`config.mk`:
```
export PLATFORM = sky130hd
export DESIGN_NAME = fsid_cmd
export DESIGN_NICKNAME = d
export VERILOG_FILES = /design/src/fsid_cmd.v
export VERILOG_INCLUDE_DIRS = /design/src
export SDC_FILE = /design/constraint.sdc
export NUM_CORES = 1
export LEC_CHECK = 0
export ABC_CLOCK_PERIOD_IN_PS = 7600
export BUFFER_PORTS_ARGS = -buffer_cell sky130_fd_sc_hd__buf_2
export CAP_MARGIN = 5
export CORE_MARGIN = 3
export CORE_UTILIZATION = 45
export DETAILED_ROUTE_END_ITERATION = 10
export HOLD_SLACK_MARGIN = 0.02
export PLACE_DENSITY = 0.69
export RECOVER_POWER = 25
export SYNTH_ARGS = -nofsm -noshare
export SYNTH_HDL_FRONTEND = slang
export SYNTH_SLANG_ARGS = --single-unit
export TNS_END_PERCENT = 50
```
`constraint.sdc`:
```
create_clock -name clk_i -period 7.6 [get_ports clk_i]
set_clock_uncertainty 0.2 [all_clocks]
set_input_delay 1.52 -clock clk_i [delete_from_list [all_inputs] [get_ports clk_i]]
set_output_delay 1.52 -clock clk_i [all_outputs]
set_load 0.01 [all_outputs]
```
`src/fsid_map.vh`:
```
// fsid_map.vh: opcodes, status bit layout, phase counts and timing of the flash command decoder
`ifndef FSID_MAP_VH
`define FSID_MAP_VH

// ****************************************************************
// opcodes
// ****************************************************************
`define FSID_OP_WREN      8'h06
`define FSID_OP_VWREN     8'h50
`define FSID_OP_WRDI      8'h04
`define FSID_OP_RDSR1     8'h05
`define FSID_OP_RDSR2     8'h35
`define FSID_OP_WRSR      8'h01
`define FSID_OP_READ      8'h03
`define FSID_OP_PP        8'h02
`define FSID_OP_QPP       8'h32
`define FSID_OP_SE        8'h20
`define FSID_OP_BE32      8'h52
`define FSID_OP_BE64      8'hD8
`define FSID_OP_CE1       8'hC7
`define FSID_OP_CE2       8'h60
`define FSID_OP_RPD_ID    8'hAB
`define FSID_OP_MFID      8'h90
`define FSID_OP_MFID_DUAL 8'h92
`define FSID_OP_MFID_QUAD 8'h94
`define FSID_OP_SEC_ERASE 8'h44
`define FSID_OP_SEC_PROG  8'h42
`define FSID_OP_SEC_READ  8'h48

// ****************************************************************
// status word layout (bits 15..0)
// ****************************************************************
`define FSID_BIT_BUSY     0
`define FSID_BIT_WEL      1
`define FSID_BIT_SR_PROTECT_1     8
`define FSID_BIT_QE       9
`define FSID_BIT_CMP      14
`define FSID_LB_LO        11
`define FSID_LB_HI        13
`define FSID_SR1_WMASK    8'hFC
`define FSID_SR2_WMASK    8'h7B
`define FSID_SR_RESET     16'h0000

// ****************************************************************
// security register addressing
// ****************************************************************
`define FSID_SEC_HI       8'h00
`define FSID_SEC_REG1     8'h10
`define FSID_SEC_REG2     8'h20
`define FSID_SEC_REG3     8'h30

// ****************************************************************
// phase counts in serial clocks after chip select falls
// ****************************************************************
`define FSID_OPC_CLKS     7'd8
`define FSID_ADDR_END     7'd32
`define FSID_SECRD_START  7'd40
`define FSID_DUAL_START   7'd24
`define FSID_QUAD_START   7'd20
`define FSID_WRSR_SHORT   7'd16
`define FSID_WRSR_LONG    7'd24
`define FSID_NO_DATA      7'd127

// ****************************************************************
// timing
// ****************************************************************
`define FSID_CLK_MHZ      50
`define FSID_TW_US        15000
`define FSID_TW_CYCLES    (`FSID_TW_US * `FSID_CLK_MHZ)

`endif

```
`src/fsid_cmd.v`:
```
// fsid_cmd.v: serial flash command decoder for id, security, latch, status and data reads
`timescale 1ns/100ps
`include "fsid_map.vh"

// ****************************************************************
// Summary of operation
// opcode ABh, three dummy bytes, then device id repeats until deselect
// opcode 90h, two dummies and 00h, then manufacturer and device id bytes
// opcode 92h, address and mode two bits per clock, ids returned on two lines
// opcode 94h, address and mode on four lines, four dummy clocks, ids repeat
// security erase 44h, program 42h, read 48h take 24-bit address; read has dummy
// security address high byte 00h, middle 10h/20h/30h picks register, low is offset
// opcode 06h sets the write enable latch
// program, erase, security and non-volatile status writes need the latch set beforehand
// opcode 50h leaves the latch alone and arms the next status write as volatile
// opcode 04h clears the latch and cancels a volatile arm
// latch clears at power-up and when any write, program or erase cycle ends
// 05h reads status byte one, 35h byte two, MSB first on falling clock edges
// status reads always accepted, byte repeats until deselect for busy polling
// status write changes only bits 7..2 and writable bits 14..8
// lock bits never return to zero; volatile writes cannot clear sr_protect_1
// status write must end after exactly eight or sixteen data bits, else discarded
// eight-bit status write also clears complement protect and quad enable
// non-volatile status write runs a timed busy cycle, then clears the latch
// volatile status write updates bits right after deselect, busy stays low
// status bits reset to zero; non-volatile copy reloaded at power-on
// 03h takes 24-bit address, streams bytes MSB first with address increment
// 03h while busy is ignored completely
// write, program, erase must end on a byte boundary, reads may end anywhere
// while busy every instruction except status read is ignored
// all bytes move most significant bit first
// opcode from first eight rising clocks, decoder reset at every deselect
// ****************************************************************

module fsid_cmd #(
  parameter TW_CYCLES = `FSID_TW_CYCLES,
  parameter [7:0] MFR_ID = 8'hA5,   // arbitrary value
  parameter [7:0] DEV_ID = 8'h5A,   // arbitrary value
  parameter FIFO_DEPTH = 2,
  parameter FIFO_WIDTH = 8
) (
  input wire clk_i,                         // system clock, 50 MHz
  input wire rst_n_i,                       // synchronous reset, active low
  input wire cs_n_i,                        // chip select pin, active low
  input wire sclk_i,                        // serial clock pin
  input wire [3:0] io_i,                    // io pins in, io0 is serial_in
  output reg [3:0] io_o,                    // io pins out, io1 is serial out
  output reg [3:0] io_oe_o,                 // io pin drive enables
  output reg mem_req_valid_o,               // memory byte request valid
  input wire mem_req_ready_i,               // memory takes request
  output reg [23:0] mem_req_addr_o,         // request byte address
  output reg mem_req_sec_o,                 // request targets security area
  input wire mem_rsp_valid_i,               // memory byte returned
  input wire [FIFO_WIDTH-1:0] mem_rsp_data_i, // returned byte
  output reg mem_rsp_ready_o,               // buffer can take a byte
  output reg op_start_o,                    // program or erase cycle start pulse
  output reg [7:0] op_code_o,               // opcode of started cycle
  output reg [23:0] op_addr_o,              // address of started cycle
  input wire op_done_i,                     // program or erase cycle finished
  output reg wr_valid_o,                    // program data byte pulse
  output reg [7:0] wr_data_o,               // program data byte
  input wire [15:0] nv_load_i,              // stored non-volatile status
  output reg nv_store_o,                    // store non-volatile status pulse
  output reg [15:0] nv_data_o,              // status word to store
  output reg [15:0] status_o                // live status word
);

  localparam PW = (FIFO_DEPTH > 1) ? $clog2(FIFO_DEPTH) : 1;
  localparam [PW:0] DEPTH_C = FIFO_DEPTH[PW:0];

  // ****************************************************************
  // pin synchronisers
  // ****************************************************************
  reg cs_s1_reg, cs_s2_reg, cs_s3_reg;
  reg ck_s1_reg, ck_s2_reg, ck_s3_reg;
  reg [3:0] io_s1_reg, io_s2_reg;

  // two flops per pin, third stage only for edge finding
  always @(posedge clk_i) begin
    if (!rst_n_i) begin
      cs_s1_reg <= 1'b1;
      cs_s2_reg <= 1'b1;
      cs_s3_reg <= 1'b1;
      ck_s1_reg <= 1'b0;
      ck_s2_reg <= 1'b0;
      ck_s3_reg <= 1'b0;
      io_s1_reg <= 4'h0;
      io_s2_reg <= 4'h0;
    end else begin
      cs_s1_reg <= cs_n_i;
      cs_s2_reg <= cs_s1_reg;
      cs_s3_reg <= cs_s2_reg;
      ck_s1_reg <= sclk_i;
      ck_s2_reg <= ck_s1_reg;
      ck_s3_reg <= ck_s2_reg;
      io_s1_reg <= io_i;
      io_s2_reg <= io_s1_reg;
    end
  end

  wire sck_rise = ck_s2_reg & ~ck_s3_reg & ~cs_s2_reg;
  wire sck_fall = ~ck_s2_reg & ck_s3_reg & ~cs_s2_reg;
  wire frame_end = cs_s2_reg & ~cs_s3_reg;

  // ****************************************************************
  // decode helpers
  // ****************************************************************
  // security window check, used for erase, program and read
  function sec_ok;
    input [23:0] a;
    begin
      sec_ok = (a[23:16] == `FSID_SEC_HI) && ((a[15:8] == `FSID_SEC_REG1) ||
               (a[15:8] == `FSID_SEC_REG2) || (a[15:8] == `FSID_SEC_REG3));
    end
  endfunction

  // first output clock of each read-type opcode
  function [6:0] data_start;
    input [7:0] op;
    begin
      case (op)
        `FSID_OP_RDSR1: data_start = `FSID_OPC_CLKS;
        `FSID_OP_RDSR2: data_start = `FSID_OPC_CLKS;
        `FSID_OP_READ: data_start = `FSID_ADDR_END;
        `FSID_OP_RPD_ID: data_start = `FSID_ADDR_END;
        `FSID_OP_MFID: data_start = `FSID_ADDR_END;
        `FSID_OP_MFID_DUAL: data_start = `FSID_DUAL_START;
        `FSID_OP_MFID_QUAD: data_start = `FSID_QUAD_START;
        `FSID_OP_SEC_READ: data_start = `FSID_SECRD_START;
        default: data_start = `FSID_NO_DATA;
      endcase
    end
  endfunction

  // ****************************************************************
  // state
  // ****************************************************************
  reg [6:0] cnt_reg;
  reg [2:0] bmod_reg;
  reg [7:0] op_reg;
  reg [31:0] in_sr_reg;
  reg ign_reg;
  reg [23:0] addr_reg;
  reg rd_act_reg;
  reg [1:0] pos_reg;
  reg par_reg;
  reg [7:0] obuf_reg;
  reg [15:0] st_reg;
  reg wel_reg, arm_reg, nvw_busy_reg, op_busy_reg, init_reg;
  reg [31:0] tw_cnt_reg;
  reg flush_reg;
  reg [1:0] outst_reg;
  reg [FIFO_WIDTH-1:0] fifo_mem [0:FIFO_DEPTH-1];
  reg [PW-1:0] wr_ptr_reg, rd_ptr_reg;
  reg [PW:0] fifo_cnt_reg;

  wire busy = nvw_busy_reg | op_busy_reg;
  wire [15:0] st_word = {st_reg[15:2], wel_reg, busy};
  wire opc_done = (cnt_reg >= `FSID_OPC_CLKS);
  wire [7:0] opc_next = {in_sr_reg[6:0], io_s2_reg[0]};
  wire [23:0] addr_next = {in_sr_reg[22:0], io_s2_reg[0]};
  wire is_rd = (op_reg == `FSID_OP_READ) || (op_reg == `FSID_OP_SEC_READ);
  wire out_on = opc_done && !ign_reg && (cnt_reg >= data_start(op_reg));

  // width of the serial lane for the current phase
  reg [2:0] lane_w;
  always @* begin
    lane_w = 3'd1;
    if (opc_done && op_reg == `FSID_OP_MFID_DUAL)
      lane_w = 3'd2;
    if (opc_done && op_reg == `FSID_OP_MFID_QUAD)
      lane_w = 3'd4;
  end
  wire [1:0] pos_last = (lane_w == 3'd4) ? 2'd1 : (lane_w == 3'd2) ? 2'd3 : 2'd3;
  wire [2:0] bit_last = (lane_w == 3'd1) ? 3'd7 : 3'd0;

  // ****************************************************************
  // buffer between memory answers and the serial shifter
  // ****************************************************************
  wire fifo_push = mem_rsp_valid_i & mem_rsp_ready_o & rd_act_reg & ~flush_reg;
  wire fifo_pop = sck_fall & out_on & is_rd & (pos_reg == 2'd0) & (bmod_reg == 3'd0) &
                  (fifo_cnt_reg != {(PW+1){1'b0}});
  wire [PW:0] fifo_cnt_next = frame_end ? {(PW+1){1'b0}} :
                              fifo_cnt_reg + {{PW{1'b0}}, fifo_push} - {{PW{1'b0}}, fifo_pop};
  wire req_fire = mem_req_valid_o & mem_req_ready_i;
  wire rsp_fire = mem_rsp_valid_i & mem_rsp_ready_o;
  wire [PW+1:0] inflight = {1'b0, fifo_cnt_reg} + {{PW{1'b0}}, outst_reg};
  wire can_issue = rd_act_reg & ~flush_reg & ~mem_req_valid_o & ~frame_end &
                   (inflight < {1'b0, DEPTH_C});

  // buffer storage and pointers; stale answers after deselect are dropped
  always @(posedge clk_i) begin
    if (fifo_push)
      fifo_mem[wr_ptr_reg] <= mem_rsp_data_i;
    if (!rst_n_i || frame_end) begin
      wr_ptr_reg <= {PW{1'b0}};
      rd_ptr_reg <= {PW{1'b0}};
    end else begin
      if (fifo_push)
        wr_ptr_reg <= (wr_ptr_reg == FIFO_DEPTH - 1) ? {PW{1'b0}} : wr_ptr_reg + 1'b1;
      if (fifo_pop)
        rd_ptr_reg <= (rd_ptr_reg == FIFO_DEPTH - 1) ? {PW{1'b0}} : rd_ptr_reg + 1'b1;
    end
  end

  // request side: credit limit keeps answers from ever overrunning the buffer
  always @(posedge clk_i) begin
    if (!rst_n_i) begin
      fifo_cnt_reg <= {(PW+1){1'b0}};
      mem_rsp_ready_o <= 1'b1;
      mem_req_valid_o <= 1'b0;
      mem_req_addr_o <= 24'h00_0000;
      mem_req_sec_o <= 1'b0;
      outst_reg <= 2'd0;
      flush_reg <= 1'b0;
    end else begin
      fifo_cnt_reg <= fifo_cnt_next;
      mem_rsp_ready_o <= (fifo_cnt_next < DEPTH_C);
      outst_reg <= outst_reg + {1'b0, req_fire} - {1'b0, rsp_fire};
      if (req_fire)
        mem_req_valid_o <= 1'b0;
      else if (can_issue)
        mem_req_valid_o <= 1'b1;
      if (req_fire)
        mem_req_addr_o <= mem_req_addr_o + 24'h00_0001;
      else if (sck_rise && cnt_reg == `FSID_ADDR_END - 7'd1) begin
        mem_req_addr_o <= addr_next;
        mem_req_sec_o <= (op_reg == `FSID_OP_SEC_READ);
      end
      if (frame_end)
        flush_reg <= 1'b1;
      else if (outst_reg == 2'd0 && !mem_req_valid_o)
        flush_reg <= 1'b0;
    end
  end

  // ****************************************************************
  // status write value
  // ****************************************************************
  reg [15:0] sw_new;
  reg [7:0] sw_b1;
  always @* begin
    sw_b1 = (cnt_reg == `FSID_WRSR_LONG) ? in_sr_reg[15:8] : in_sr_reg[7:0];
    sw_new[7:0] = (st_reg[7:0] & ~`FSID_SR1_WMASK) | (sw_b1 & `FSID_SR1_WMASK);
    if (cnt_reg == `FSID_WRSR_LONG) begin
      sw_new[15:8] = (st_reg[15:8] & ~`FSID_SR2_WMASK) | (in_sr_reg[7:0] & `FSID_SR2_WMASK);
    end else begin
      sw_new[15:8] = st_reg[15:8];
      sw_new[`FSID_BIT_CMP] = 1'b0;
      sw_new[`FSID_BIT_QE] = 1'b0;
    end
    sw_new[`FSID_LB_HI:`FSID_LB_LO] = sw_new[`FSID_LB_HI:`FSID_LB_LO] |
                                      st_reg[`FSID_LB_HI:`FSID_LB_LO];
    if (arm_reg)
      sw_new[`FSID_BIT_SR_PROTECT_1] = sw_new[`FSID_BIT_SR_PROTECT_1] | st_reg[`FSID_BIT_SR_PROTECT_1];
    sw_new[1:0] = 2'b00;
  end

  wire wrsr_len_ok = (cnt_reg == `FSID_WRSR_SHORT) || (cnt_reg == `FSID_WRSR_LONG);
  wire byte_edge = (bmod_reg == 3'd0);
  wire sec_ok_now = sec_ok(addr_reg);

  // ****************************************************************
  // serial input side and frame decode
  // ****************************************************************
  // counters and opcode restart at every deselect
  always @(posedge clk_i) begin
    if (!rst_n_i || cs_s2_reg) begin
      cnt_reg <= 7'd0;
      bmod_reg <= 3'd0;
      in_sr_reg <= 32'h0000_0000;
      op_reg <= 8'h00;
      ign_reg <= 1'b0;
      addr_reg <= 24'h00_0000;
      rd_act_reg <= 1'b0;
      wr_valid_o <= 1'b0;
    end else begin
      wr_valid_o <= 1'b0;
      if (sck_rise) begin
        if (lane_w == 3'd4)
          in_sr_reg <= {in_sr_reg[27:0], io_s2_reg};
        else if (lane_w == 3'd2)
          in_sr_reg <= {in_sr_reg[29:0], io_s2_reg[1:0]};
        else
          in_sr_reg <= {in_sr_reg[30:0], io_s2_reg[0]};
        if (cnt_reg != `FSID_NO_DATA)
          cnt_reg <= cnt_reg + 7'd1;
        bmod_reg <= bmod_reg + 3'd1;
        if (cnt_reg == `FSID_OPC_CLKS - 7'd1) begin
          op_reg <= opc_next;
          ign_reg <= busy && (opc_next != `FSID_OP_RDSR1) &&
                     (opc_next != `FSID_OP_RDSR2);
        end
        if (cnt_reg == `FSID_ADDR_END - 7'd1) begin
          addr_reg <= addr_next;
          rd_act_reg <= !ign_reg && ((op_reg == `FSID_OP_READ) ||
                        (op_reg == `FSID_OP_SEC_READ && sec_ok(addr_next)));
        end
        // forward program data bytes as each completes
        if (!ign_reg && cnt_reg >= `FSID_ADDR_END && bmod_reg == 3'd7 &&
            ((op_reg == `FSID_OP_PP) || (op_reg == `FSID_OP_QPP) ||
             (op_reg == `FSID_OP_SEC_PROG))) begin
          wr_valid_o <= 1'b1;
          wr_data_o <= {in_sr_reg[6:0], io_s2_reg[0]};
        end
      end
    end
  end

  // ****************************************************************
  // serial output side, driven on falling clock edges
  // ****************************************************************
  reg [7:0] next_byte;
  always @* begin
    case (op_reg)
      `FSID_OP_RDSR1: next_byte = st_word[7:0];
      `FSID_OP_RDSR2: next_byte = st_word[15:8];
      `FSID_OP_RPD_ID: next_byte = DEV_ID;
      `FSID_OP_READ, `FSID_OP_SEC_READ:
        next_byte = (fifo_cnt_reg != {(PW+1){1'b0}}) ? fifo_mem[rd_ptr_reg] : 8'h00;
      default: next_byte = par_reg ? DEV_ID : MFR_ID;
    endcase
  end
  wire [7:0] sh_byte = (pos_reg == 2'd0 && (bmod_reg == 3'd0 || lane_w > 3'd1)) ?
                       next_byte : obuf_reg;

  // one byte loads per byte time, then shifts out msb first
  always @(posedge clk_i) begin
    if (!rst_n_i || cs_s2_reg) begin
      io_o <= 4'h0;
      io_oe_o <= 4'h0;
      pos_reg <= 2'd0;
      par_reg <= 1'b0;
      obuf_reg <= 8'h00;
    end else if (sck_fall && out_on) begin
      if (lane_w == 3'd4) begin
        io_o <= sh_byte[7:4];
        io_oe_o <= 4'hF;
        obuf_reg <= {sh_byte[3:0], 4'h0};
      end else if (lane_w == 3'd2) begin
        io_o <= {2'b00, sh_byte[7:6]};
        io_oe_o <= 4'h3;
        obuf_reg <= {sh_byte[5:0], 2'b00};
      end else begin
        io_o <= {2'b00, sh_byte[7], 1'b0};
        io_oe_o <= 4'h2;
        obuf_reg <= {sh_byte[6:0], 1'b0};
      end
      // single lane counts bits in bmod; wide lanes count clocks in pos
      if (lane_w == 3'd1) begin
        if (bmod_reg == bit_last)
          par_reg <= ~par_reg;
      end else begin
        pos_reg <= (pos_reg == pos_last) ? 2'd0 : pos_reg + 2'd1;
        if (pos_reg == pos_last)
          par_reg <= ~par_reg;
      end
    end
  end

  // ****************************************************************
  // latch, status and busy control at frame end
  // ****************************************************************
  always @(posedge clk_i) begin
    if (!rst_n_i) begin
      init_reg <= 1'b1;
      st_reg <= `FSID_SR_RESET;
      wel_reg <= 1'b0;
      arm_reg <= 1'b0;
      nvw_busy_reg <= 1'b0;
      op_busy_reg <= 1'b0;
      tw_cnt_reg <= 32'h0000_0000;
      nv_store_o <= 1'b0;
      nv_data_o <= 16'h0000;
      op_start_o <= 1'b0;
      op_code_o <= 8'h00;
      op_addr_o <= 24'h00_0000;
      status_o <= 16'h0000;
    end else begin
      nv_store_o <= 1'b0;
      op_start_o <= 1'b0;
      status_o <= st_word;
      init_reg <= 1'b0;
      if (init_reg)
        st_reg <= nv_load_i & {`FSID_SR2_WMASK, `FSID_SR1_WMASK};
      // timed non-volatile status cycle
      if (nvw_busy_reg) begin
        if (tw_cnt_reg == 32'h0000_0001) begin
          nvw_busy_reg <= 1'b0;
          wel_reg <= 1'b0;
        end
        tw_cnt_reg <= tw_cnt_reg - 32'h0000_0001;
      end
      if (op_busy_reg && op_done_i) begin
        op_busy_reg <= 1'b0;
        wel_reg <= 1'b0;
      end
      if (frame_end && !ign_reg && opc_done) begin
        if (op_reg != `FSID_OP_VWREN)
          arm_reg <= 1'b0;
        case (op_reg)
          `FSID_OP_WREN: if (cnt_reg == `FSID_OPC_CLKS)
            wel_reg <= 1'b1;
          `FSID_OP_VWREN: if (cnt_reg == `FSID_OPC_CLKS)
            arm_reg <= 1'b1;
          `FSID_OP_WRDI: if (cnt_reg == `FSID_OPC_CLKS) begin
            wel_reg <= 1'b0;
            arm_reg <= 1'b0;
          end
          `FSID_OP_WRSR: if (wrsr_len_ok) begin
            if (arm_reg) begin
              st_reg <= sw_new;
            end else if (wel_reg) begin
              st_reg <= sw_new;
              nv_store_o <= 1'b1;
              nv_data_o <= sw_new;
              nvw_busy_reg <= 1'b1;
              tw_cnt_reg <= TW_CYCLES;
            end
          end
          `FSID_OP_PP, `FSID_OP_QPP, `FSID_OP_SEC_PROG:
            if (wel_reg && byte_edge && cnt_reg > `FSID_ADDR_END &&
                (op_reg != `FSID_OP_SEC_PROG || sec_ok_now)) begin
              op_start_o <= 1'b1;
              op_busy_reg <= 1'b1;
              op_code_o <= op_reg;
              op_addr_o <= addr_reg;
            end
          `FSID_OP_SE, `FSID_OP_BE32, `FSID_OP_BE64, `FSID_OP_SEC_ERASE:
            if (wel_reg && cnt_reg == `FSID_ADDR_END &&
                (op_reg != `FSID_OP_SEC_ERASE || sec_ok_now)) begin
              op_start_o <= 1'b1;
              op_busy_reg <= 1'b1;
              op_code_o <= op_reg;
              op_addr_o <= addr_reg;
            end
          `FSID_OP_CE1, `FSID_OP_CE2:
            if (wel_reg && cnt_reg == `FSID_OPC_CLKS) begin
              op_start_o <= 1'b1;
              op_busy_reg <= 1'b1;
              op_code_o <= op_reg;
              op_addr_o <= 24'h00_0000;
            end
          default: ;
        endcase
      end
    end
  end

endmodule

```
==> run_results.csv, run 1 <==
group,metric,value,unit
synth,synth-seq-cells,273,
grt,gr-usage-met3,0.0319,
hold_path,hp-class,"register to register",
timing,fin_tns_setup,0,ns
route,drt_wl_total,32700,µm
grt,grt_util_met2,0.362,
grt,grt_pass1_vias,9739,
synth,synth_edf_count,24,
route,drtPass1Iterations,5,
synth,yosys.cell_count.top_type,"dfxtp_1",
cts,clock_latency,0.55,ns
synth,netlist_top_cells_area,"dfxtp_1 (42%), edfxtp_1 (6.0%), a21oi_1 (4.8%), nand2_1 (4.6%), nor2_1 (4.0%)",
timing,worst_pin_slew,4.48,ns
critical_path,timing.rr.start,"op_reg[1]",
die,die-area,28600,µm²
place,hpwl,21700,µm
critical_path,required,7.57,ns
place,place_congestion,0.884,
die,die-width,169,µm
power_and_ir_drop,total_power,3.07,mW
synth,synth_area,12000,µm²
timing,grt_setup_unrepaired,"no",
grt,grt.overflow.total,0,
critical_path,cp_top_family,"buffers and inverters",
die,fp.dieH,169,µm
cts,cts_sinks,273,
timing,hold_violations,0,
route,avgViaCountPerCell,5.72,
hold_path,whs_endpoint,"cs_s2_reg",
timing,post-route-min-period,5.56,ns
finish,register_area,5710,µm²
cts,cts_inserted_buffers,30,
critical_path,timing.rr.end,"mem_rsp_ready_o",
synth,seq_area_frac_synth,0.476,
finish,drive_gt1_frac,0.135,
finish,largest_reg_flops,32,
power_and_ir_drop,leakage,5.05,nW
grt,top_usage_layer,"met2",
synth,yosysTopAreaCell,"dfxtp_1",
die,start_util,0.458,
finish,fin_cells,1804,
finish,area_growth,15.0,%
finish,nets,1501,
power_and_ir_drop,p_per_area,223,nW/µm²
route,drcViolationCount,0,
cts,hold_buffers,0,
grt,grtUsageMet1,0.304,
hold_path,worstHoldPathCells,1,
timing,finalHoldWorstSlack,0.207,ns
cts,h-tree-depth,1,
finish,fin_util,0.527,
synth,synthTopCellsByCount,"dfxtp_1 (249), nand2_1 (147), nor2_1 (129)",
synth,synthCells,1367,
cts,clock_path_buffers,3,
critical_path,crit_path_end_kind,"register",
grt,grt_pass1_wl,52200,µm
route,drt_iter0_markers,850,
route,num_vias,10300,
critical_path,crit_path_cell_trace,"clkbuf_1 > clkinv_1 > nor2_1 > clkbuf_1 > inv_1 > nor4b_1 > nand2_1 > nor2_1",
critical_path,r2r_cells,17,
timing,fin_crit_sh,0.732,
cts,post_cts_resized,0,
synth,synthFlopType,"dfxtp_1",
status,violations,"max-capacitance violations, max-slew violations",
place,placedCellCount,1747,
synth,yosys.cell_types.count,75,
critical_path,slowest_stage,"inv_1",
flow_run,max_cap_violations,3,
synth,synth_warnings,0,
route,post_drt_wl_per_cell,18.1,µm
critical_path,cp.arrival,5.53,ns
cts,cts_setup_buffers,0,
finish,final_cell_area,13800,µm²
finish,n_fill_cell,2469,
place,placed_cell_area,12700,µm²
critical_path,regToRegSetupSlack,2.37,ns
timing,fin_ws,2.04,ns
finish,antenna_cells,0,
place,pre_cts_ws,2.44,ns
timing,max_slew_margin,-1.99,
timing,slew_viol_final,192,
power_and_ir_drop,ir_drop,0.167,mV
status,outcome,"finished, violations left",
grt,grt_usage,0.221,
finish,multi_input_area,5740,µm²
critical_path,slowest_delay,1.25,ns
cts,cts_root_buf,"clkbuf_16",
synth,syn_area_per_cell,8.76,µm²
route,ant_nets,0,
die,rows,59,
critical_path,critPathBufInv,4,
cts,tritoncts,"done",
die,core,26100,µm²
cts,clk_pin_slew,0.06,ns
timing,max_freq,0.180,GHz
grt,grt_max_degree,99,
die,io_pins,145,
critical_path,critical_path.max_fanout,53,
synth,netlist.area_leader.share,0.416,
hold_path,min-delay-start,"cs_s1_reg",
grt,antenna_found_initial,0,
place,io_buffers,138,
timing,setup_violations,0,
critical_path,path_class,"primary input to register",
critical_path,cp-start-kind,"primary input",
synth,ys_async_sr_fraction,0,
==> placed cells by master, fill, tap and decap left out, types with 5 or more instances in the layout <==
master,instances
a2111oi_0,5
a211oi_1,34
a21oi_1,116
a221oi_1,7
a22oi_1,25
a311oi_1,5
a31oi_1,28
and2_0,16
and2_1,24
and3_1,14
buf_2,117
buf_4,7
clkbuf_1,28
clkbuf_16,32
clkinv_2,9
dfxtp_1,249
edfxtp_1,24
ha_1,20
inv_1,25
mux2i_1,29
nand2_1,147
nand2b_1,35
nand3_1,65
nand4_1,7
nor2_1,129
nor2b_1,16
nor3_1,35
nor4_1,26
o21ai_0,49
o221a_2,6
or3_1,5
xnor2_1,29
xor2_1,13
==> report_power, final <==
group	total, mW	switching (mW)	internal (mW)	leakage, nW
sequential	1.48	0.0138	1.46	2.22
combinational	0.0549	0.0349	0.0199	2.31
clock	1.53	0.595	0.940	0.528
total	3.07	0.644	2.42	5.05
==> metal layers <==
| layer | vias to the layer above | wire (µm) | part of all wire |
|---|---|---|---|
| li1 | 5011 | - | - |
| met1 | 4851 | 14300 | 0.44 |
| met2 | 392 | 15300 | 0.47 |
| met3 | 67 | 2230 | 0.068 |
| met4 | 0 | 879 | 0.027 |
| met5 | - | 0 | 0 |
==> worst register-to-register path, cell delays in order, from the launching register on <==
cell	delay [ns]
dfxtp_1	0.64
and4bb_2	0.30
and2_1	0.28
or3_1	0.44
nor4_2	0.50
inv_1	0.13
ha_1	0.30
o21ai_0	0.07
a2111oi_0	0.91
nand3_1	0.29
inv_1	0.12
ha_1	0.23
inv_1	0.06
ha_1	0.15
xnor2_1	0.13
xnor2_1	0.13
nor2b_1	0.17
inv_1	0.05
==> worst max-delay path by stage <==
stage,from,endpoint,slack (ns),depth (start not counted)
floorplan,op_reg[2],mem_rsp_ready_o,3.15,19
global placement,op_reg[1],mem_rsp_ready_o,2.53,17
detailed placement,op_reg[1],mem_rsp_ready_o,2.44,17
CTS,op_reg[1],mem_rsp_ready_o,2.42,17
global route,rst_n_i,wr_data_o[0],1.79,8
finish,rst_n_i,wr_data_o[6],2.04,8
==> layout make-up <==
type | count | area share
Tap cell | 335 | 0.0304
Multi-Input combinational cell | 965 | 0.417
Clock inverter | 16 | 0.0138
Inverter | 26 | 0.00709
Timing Repair Buffer | 149 | 0.0540
Clock buffer | 40 | 0.0632
Sequential cell | 273 | 0.414
==> cell families after synthesis <==
| kind of cell | share of synthesized area |
|---|---|
| mux | 0.0242 |
| xor+xnor | 0.0307 |
| other cells | 0.000313 |
| simple gates | 0.234 |
| compound gates | 0.166 |
| flops | 0.476 |
| buf+inv | 0.0464 |
| fa+ha+maj | 0.0226 |
(Power assumes the default switching activity.)
==> run 2: changes to the inputs <==
--- a/config.mk
+++ b/config.mk
@@ -6,14 +6,15 @@
 export SDC_FILE = /design/constraint.sdc
 export NUM_CORES = 1
 export LEC_CHECK = 0
-export ABC_CLOCK_PERIOD_IN_PS = 7600
+export ABC_AREA = 1
+export ABC_CLOCK_PERIOD_IN_PS = 4560
 export BUFFER_PORTS_ARGS = -buffer_cell sky130_fd_sc_hd__buf_2
 export CAP_MARGIN = 5
 export CORE_MARGIN = 3
 export CORE_UTILIZATION = 45
 export DETAILED_ROUTE_END_ITERATION = 10
 export HOLD_SLACK_MARGIN = 0.02
-export PLACE_DENSITY = 0.69
+export PLACE_DENSITY = 0.71
 export RECOVER_POWER = 25
 export SYNTH_ARGS = -nofsm -noshare
 export SYNTH_HDL_FRONTEND = slang
==> constraint.sdc (replaced) <==
create_clock -name clk_i -period 4.56 [get_ports clk_i]
set_clock_uncertainty 0.2 [all_clocks]
set_input_delay 0.912 -clock clk_i [delete_from_list [all_inputs] [get_ports clk_i]]
set_output_delay 0.912 -clock clk_i [all_outputs]
set_load 0.01 [all_outputs]
==> run 2 against run 1 <==
  * The flow still finishes with violations (max-capacitance violations, max-slew violations)
  * Setup slack lost 1.5 ns
  * Die area grew 6.2%
  * Area after synthesis increased by 6.4%
  * Wire length up 12%
  * Via count up 16%
  * Total power increased by 61%
  * Flip-flop and latch count stayed put
  * Design area rose by 6.1%
  * Hold slack improved by 0.0081 ns
  * Clock power increased by 56%
  * Final cell count is 25% higher
  * Critical path depth down 2
  * Critical path type unchanged
  * Critical endpoint is now nv_data_o[4]
  * Largest cell class unchanged
  * Highest routed layer unchanged
==> run_results.csv, run 2 <==
group,metric,value,unit
power_and_ir_drop,leakage,6.18,nW
critical_path,critical_path.max_fanout,53,
power_and_ir_drop,ir_drop,0.279,mV
critical_path,crit_path_cell_trace,"clkbuf_1 > clkbuf_1 > clkbuf_2 > nand3_1 > buf_4 > o21ai_0",
synth,synthTopCellsByCount,"nand2_1 (397), dfxtp_1 (249), nor2_1 (235)",
finish,largest_reg_flops,32,
critical_path,slowest_stage,"clkbuf_1",
finish,antenna_cells,0,
cts,post_cts_resized,0,
timing,fin_ws,0.519,ns
grt,grt_max_degree,54,
grt,grt.overflow.total,0,
route,drcViolationCount,0,
cts,h-tree-depth,1,
synth,synth-seq-cells,273,
cts,clk_pin_slew,0.06,ns
flow_run,max_cap_violations,3,
grt,grt_pass1_wl,58900,µm
grt,grtUsageMet1,0.329,
timing,max_slew_margin,-0.534,
critical_path,crit_path_end_kind,"register",
critical_path,required,4.84,ns
die,die-width,174,µm
route,avgViaCountPerCell,5.31,
die,fp.dieH,174,µm
cts,clock_latency,0.56,ns
status,outcome,"finished, violations left",
finish,nets,1913,
finish,area_growth,14.7,%
grt,antenna_found_initial,0,
critical_path,regToRegSetupSlack,0.55,ns
synth,seq_area_frac_synth,0.448,
grt,grt_usage,0.236,
grt,gr-usage-met3,0.0363,
finish,drive_gt1_frac,0.132,
die,io_pins,145,
cts,cts_inserted_buffers,29,
timing,hold_violations,0,
route,num_vias,12000,
route,drt_iter0_markers,1050,
synth,netlist_top_cells_area,"dfxtp_1 (39%), nand2_1 (12%), nor2_1 (6.9%), edfxtp_1 (5.7%), a21oi_1 (5.4%)",
cts,tritoncts,"done",
synth,ys_async_sr_fraction,0,
synth,netlist.area_leader.share,0.391,
grt,grt_pass1_vias,11000,
power_and_ir_drop,p_per_area,338,nW/µm²
synth,synth_edf_count,24,
die,core,27400,µm²
finish,final_common_cell,"nand2_1",
timing,slew_viol_final,126,
critical_path,path_class,"primary input to register",
synth,synthFlopType,"dfxtp_1",
route,ant_nets,0,
grt,top_usage_layer,"met2",
grt,grt_util_met2,0.381,
die,start_util,0.465,
timing,post-route-min-period,4.04,ns
route,drt_wl_total,36800,µm
critical_path,cp-start-kind,"primary input",
synth,yosysTopAreaCell,"dfxtp_1",
cts,hold_buffers,0,
cts,cts_sinks,273,
route,post_drt_wl_per_cell,16.3,µm
synth,synth_warnings,0,
place,pre_cts_ws,0.605,ns
place,hpwl,26900,µm
critical_path,crit_top_cell,"clkbuf_1",
synth,syn_area_per_cell,7.30,µm²
die,die-area,30400,µm²
hold_path,hp-class,"register to register",
place,place_congestion,0.948,
synth,synth_area,12700,µm²
critical_path,cp.arrival,4.32,ns
cts,clock_path_buffers,3,
timing,fin_crit_sh,0.886,
route,drtPass1Iterations,6,
timing,grt_setup_unrepaired,"no",
synth,yosys.cell_count.top_type,"nand2_1",
place,io_buffers,138,
synth,synthCells,1745,
finish,layout_common_cells,"nand2_1 (397), dfxtp_1 (249), nor2_1 (235)",
timing,max_freq,0.247,GHz
timing,setup_violations,0,
timing,fin_tns_setup,0,ns
die,rows,60,
cts,cts_root_buf,"clkbuf_16",
timing,finalHoldWorstSlack,0.215,ns
synth,yosys.cell_types.count,51,
status,violations,"max-capacitance violations, max-slew violations",
critical_path,slowest_delay,1.65,ns
timing,worst_pin_slew,2.30,ns
cts,cts_setup_buffers,0,
run 2: where the power goes:
group | internal (mW) | switching [mW] | leakage, nW
clock | 1.38 | 1.01 | 0.464
sequential | 2.44 | 0.0179 | 2.24
combinational | 0.0370 | 0.0691 | 3.48
run 2: kinds of logic after synthesis:
| group | synth area share |
|---|---|
| AO/OA/AOI/OAI | 0.139 |
| XOR/XNOR | 0.0247 |
| adder cells (fa/ha/maj) | 0.0212 |
| buffers and inverters | 0.0777 |
| flip-flops | 0.448 |
| multiplexers | 0.00943 |
| other | 0.000294 |
| AND/OR/NAND/NOR | 0.280 |
run 2: layout make-up:
class	instances	area [µm²]
flip-flops and latches	273	5710
multi-input cells	1223	6060
clock buffers	41	821
well taps	372	465
clock inverters	13	144
fillers	2718	12800
inverters	178	668
repair buffers	152	754
run 2: path summary, 6_finish.rpt:
check | start | end | cells past startpoint
max reg2reg | op_reg[5] | mem_rsp_ready_o | 21
min | io_s1_reg[0] | io_s2_reg[0] | 2
max | rst_n_i | nv_data_o[4] | 6
min reg2reg | io_s1_reg[0] | io_s2_reg[0] | 2
run 2: critical path: cells and delay by family:
kind                   cells  cell delay [ns]
AOI/OAI and AO/OA          1             0.18
buffers and inverters      4             3.06
and+or+nand+nor            1             0.14
run 2: metal layers:
layer  part of all wire  wire (µm)
met5                  0          0
met4              0.027        992
met3              0.069       2550
met2               0.45      16600
met1               0.45      16600
run 2: per-stage QoR:
stage | util | cell area [µm²] | std cells | total power [mW]
floorplan | - | 12700 | 1746 | 2.57
global placement | 0.500 | 13700 | 2198 | 2.61
detailed placement | 0.500 | 13700 | 2198 | 2.61
CTS | 0.535 | 14700 | 2252 | 4.98
global route | 0.533 | 14600 | 2252 | 5.10
finish | 0.533 | 14600 | 2252 | 4.94
==> run 3: changes to the inputs <==
--- a/config.mk
+++ b/config.mk
@@ -7,14 +7,15 @@
 export NUM_CORES = 1
 export LEC_CHECK = 0
 export ABC_AREA = 1
-export ABC_CLOCK_PERIOD_IN_PS = 4560
+export ABC_CLOCK_PERIOD_IN_PS = 3750
 export BUFFER_PORTS_ARGS = -buffer_cell sky130_fd_sc_hd__buf_2
 export CAP_MARGIN = 5
+export CORE_ASPECT_RATIO = 0.8
 export CORE_MARGIN = 3
 export CORE_UTILIZATION = 45
 export DETAILED_ROUTE_END_ITERATION = 10
 export HOLD_SLACK_MARGIN = 0.02
-export PLACE_DENSITY = 0.71
+export PLACE_DENSITY = 0.69
 export RECOVER_POWER = 25
 export SYNTH_ARGS = -nofsm -noshare
 export SYNTH_HDL_FRONTEND = slang
==> constraint.sdc (replaced) <==
create_clock -name clk_i -period 3.75 [get_ports clk_i]
set_clock_uncertainty 0.2 [all_clocks]
set_input_delay 0.75 -clock clk_i [delete_from_list [all_inputs] [get_ports clk_i]]
set_output_delay 0.75 -clock clk_i [all_outputs]
set_load 0.01 [all_outputs]
==> run 3 against run 2 <==
  * The run still ends with max-capacitance violations, max-slew violations left
  * Die area about the same
  * Non-clock buffer count increased by 9
  * Clock-buffer cell count increased by 1
  * Combinational power increased by 20%
  * Design area increased by 0.57%
  * Utilization about the same
  * Via count increased by 0.85%
  * Sequential power increased by 22%
==> run_results.csv, run 3 (synthesized netlist as in run 2, its figures left out) <==
group,metric,value,unit
status,outcome,"finished, violations left",
status,violations,"max-capacitance violations, max-slew violations",
die,fp.dieH,156,µm
critical_path,required,3.99,ns
critical_path,path_class,"register to register",
timing,grt_setup_unrepaired,"no",
cts,h-tree-depth,1,
power_and_ir_drop,swShare,0.215,
finish,nets,1921,
power_and_ir_drop,ir_drop,0.371,mV
timing,slew_viol_final,33,
power_and_ir_drop,total_power,5.97,mW
place,placedCellCount,2199,
grt,antenna_found_initial,0,
cts,cts_sinks,273,
die,rows,54,
finish,layout_common_cells,"nand2_1 (394), dfxtp_1 (243), nor2_1 (233)",
flow_run,max_cap_violations,1,
hold_path,hp-class,"primary input to register",
cts,clk_pin_slew,0.07,ns
critical_path,critical_path.max_fanout,5,
timing,fin_crit_sh,0.932,
power_and_ir_drop,netSwitchingPower,1.29,mW
critical_path,crit_path_cell_trace,"nor2_1 > nand2_1 > inv_1 > nand2_2 > nand2_2 > inv_1 > nand3_1 > nor3_2 > buf_4 > nor2_1 > ha_1 > a21oi_1 > o21a_1 > nand3_1 > nand2_2 > nor3_4 > ha_1 > inv_1 > ha_1 > xor2_1 > nor2_1 > inv_1",
timing,fin_tns_setup,0,ns
grt,grt_usage,0.241,
grt,grt_pass1_wl,60000,µm
cts,tritoncts,"done",
cts,cts_root_buf,"clkbuf_16",
power_and_ir_drop,seqPwrFrac,0.500,
power_and_ir_drop,combPwrFrac,0.021,
critical_path,cp_top_family,"simple AND/OR/NAND/NOR gates",
die,io_pins,145,
critical_path,slowest_delay,0.34,ns
place,io_buffers,138,
timing,finalHoldWorstSlack,0.179,ns
route,num_vias,12100,
finish,final_cell_area,14700,µm²
finish,final_common_cell,"nand2_1",
finish,antenna_cells,0,
finish,drive_gt1_frac,0.133,
timing,worst_pin_slew,1.81,ns
route,avgViaCountPerCell,5.35,
finish,largest_reg_flops,32,
grt,grt_max_degree,56,
place,hpwl,28100,µm
power_and_ir_drop,p_clk_frac,0.479,
critical_path,slowest_stage,"dfxtp_2",
timing,setup_violations,0,
critical_path,crit_top_cell,"inv_1",
die,die-area,30400,µm²
timing,post-route-min-period,3.49,ns
route,ant_nets,0,
critical_path,crit_path_end_kind,"register",
place,place_congestion,0.978,
grt,grt_pass1_vias,11100,
route,drt_wl_total,38100,µm
power_and_ir_drop,p_int,4.68,mW
route,post_drt_wl_per_cell,16.9,µm
cts,clock_path_buffers,3,
critical_path,cp-start-kind,"register",
timing,max_freq,0.286,GHz
timing,max_slew_margin,-0.204,
cts,clock_latency,0.56,ns
finish,fin_cells,2251,
timing,hold_violations,0,
place,placed_cell_area,13800,µm²
finish,area_growth,15.4,%
route,drt_iter0_markers,983,
power_and_ir_drop,leakage,6.17,nW
grt,grt.overflow.total,0,
die,die-width,194,µm
route,drtPass1Iterations,6,
route,drcViolationCount,0,
die,core,27600,µm²
die,start_util,0.462,
critical_path,critPathBufInv,5,
power_and_ir_drop,p_per_area,406,nW/µm²
critical_path,cp.arrival,3.74,ns
cts,cts_inserted_buffers,28,
run 3: final timing paths:
kind,startpoint,end,slack (ns),cells after the start
setup / recovery,op_reg[6],mem_rsp_ready_o,0.26,22
hold reg to reg,io_s1_reg[0],io_s2_reg[0],0.21,2
setup reg to reg,op_reg[6],mem_rsp_ready_o,0.26,22
hold / removal,sclk_i,ck_s1_reg,0.18,3
run 3: per-layer routing:
layer  global-route usage  vias to the layer above  routed length, µm
met5                    0                        -                  0
met4               0.0598                        0                787
met3               0.0439                       51               2910
met2                0.365                      446              15800
met1                0.358                     5601              18500
li1                     -                     5954                  -
run 3: tightest hold or removal path, stage by stage:
cell     delay (ns)
buf_2          0.07
nand2_1        0.04
inv_1          0.04
run 3: layout make-up:
class                      instances  area (µm²)
sequential                       273        5720
fill                            2700       12900
tap                              364         455
clock buffer                      42         835
inverter                         178         668
clock inverter                    10         115
timing repair buffer             161         808
multi-input combinational       1223        6100
run 3: what timing repair did:
action                     4_1_cts  5_1_grt
gates resized for setup          0       19
setup buffers                    0        0
setup endpoints to repair        0        8
hold buffers                     0        0
run 3: metrics by stage:
step                setup WS, ns   util
floorplan                  0.410      -
global placement           0.209  0.499
detailed placement         0.155  0.499
CTS                        0.121  0.533
global route             0.00310  0.533
finish                     0.257  0.533
run 3: power groups by stage:
stage          Combinational (mW)  Clock, mW  Sequential [mW]
2_1_floorplan              0.0840          0             3.04
3_3_place_gp                0.127          0             3.05
3_5_place_dp                0.129          0             3.05
4_1_cts                     0.130       2.91             2.98
5_1_grt                     0.144       3.04             2.98
6_report                    0.127       2.86             2.98
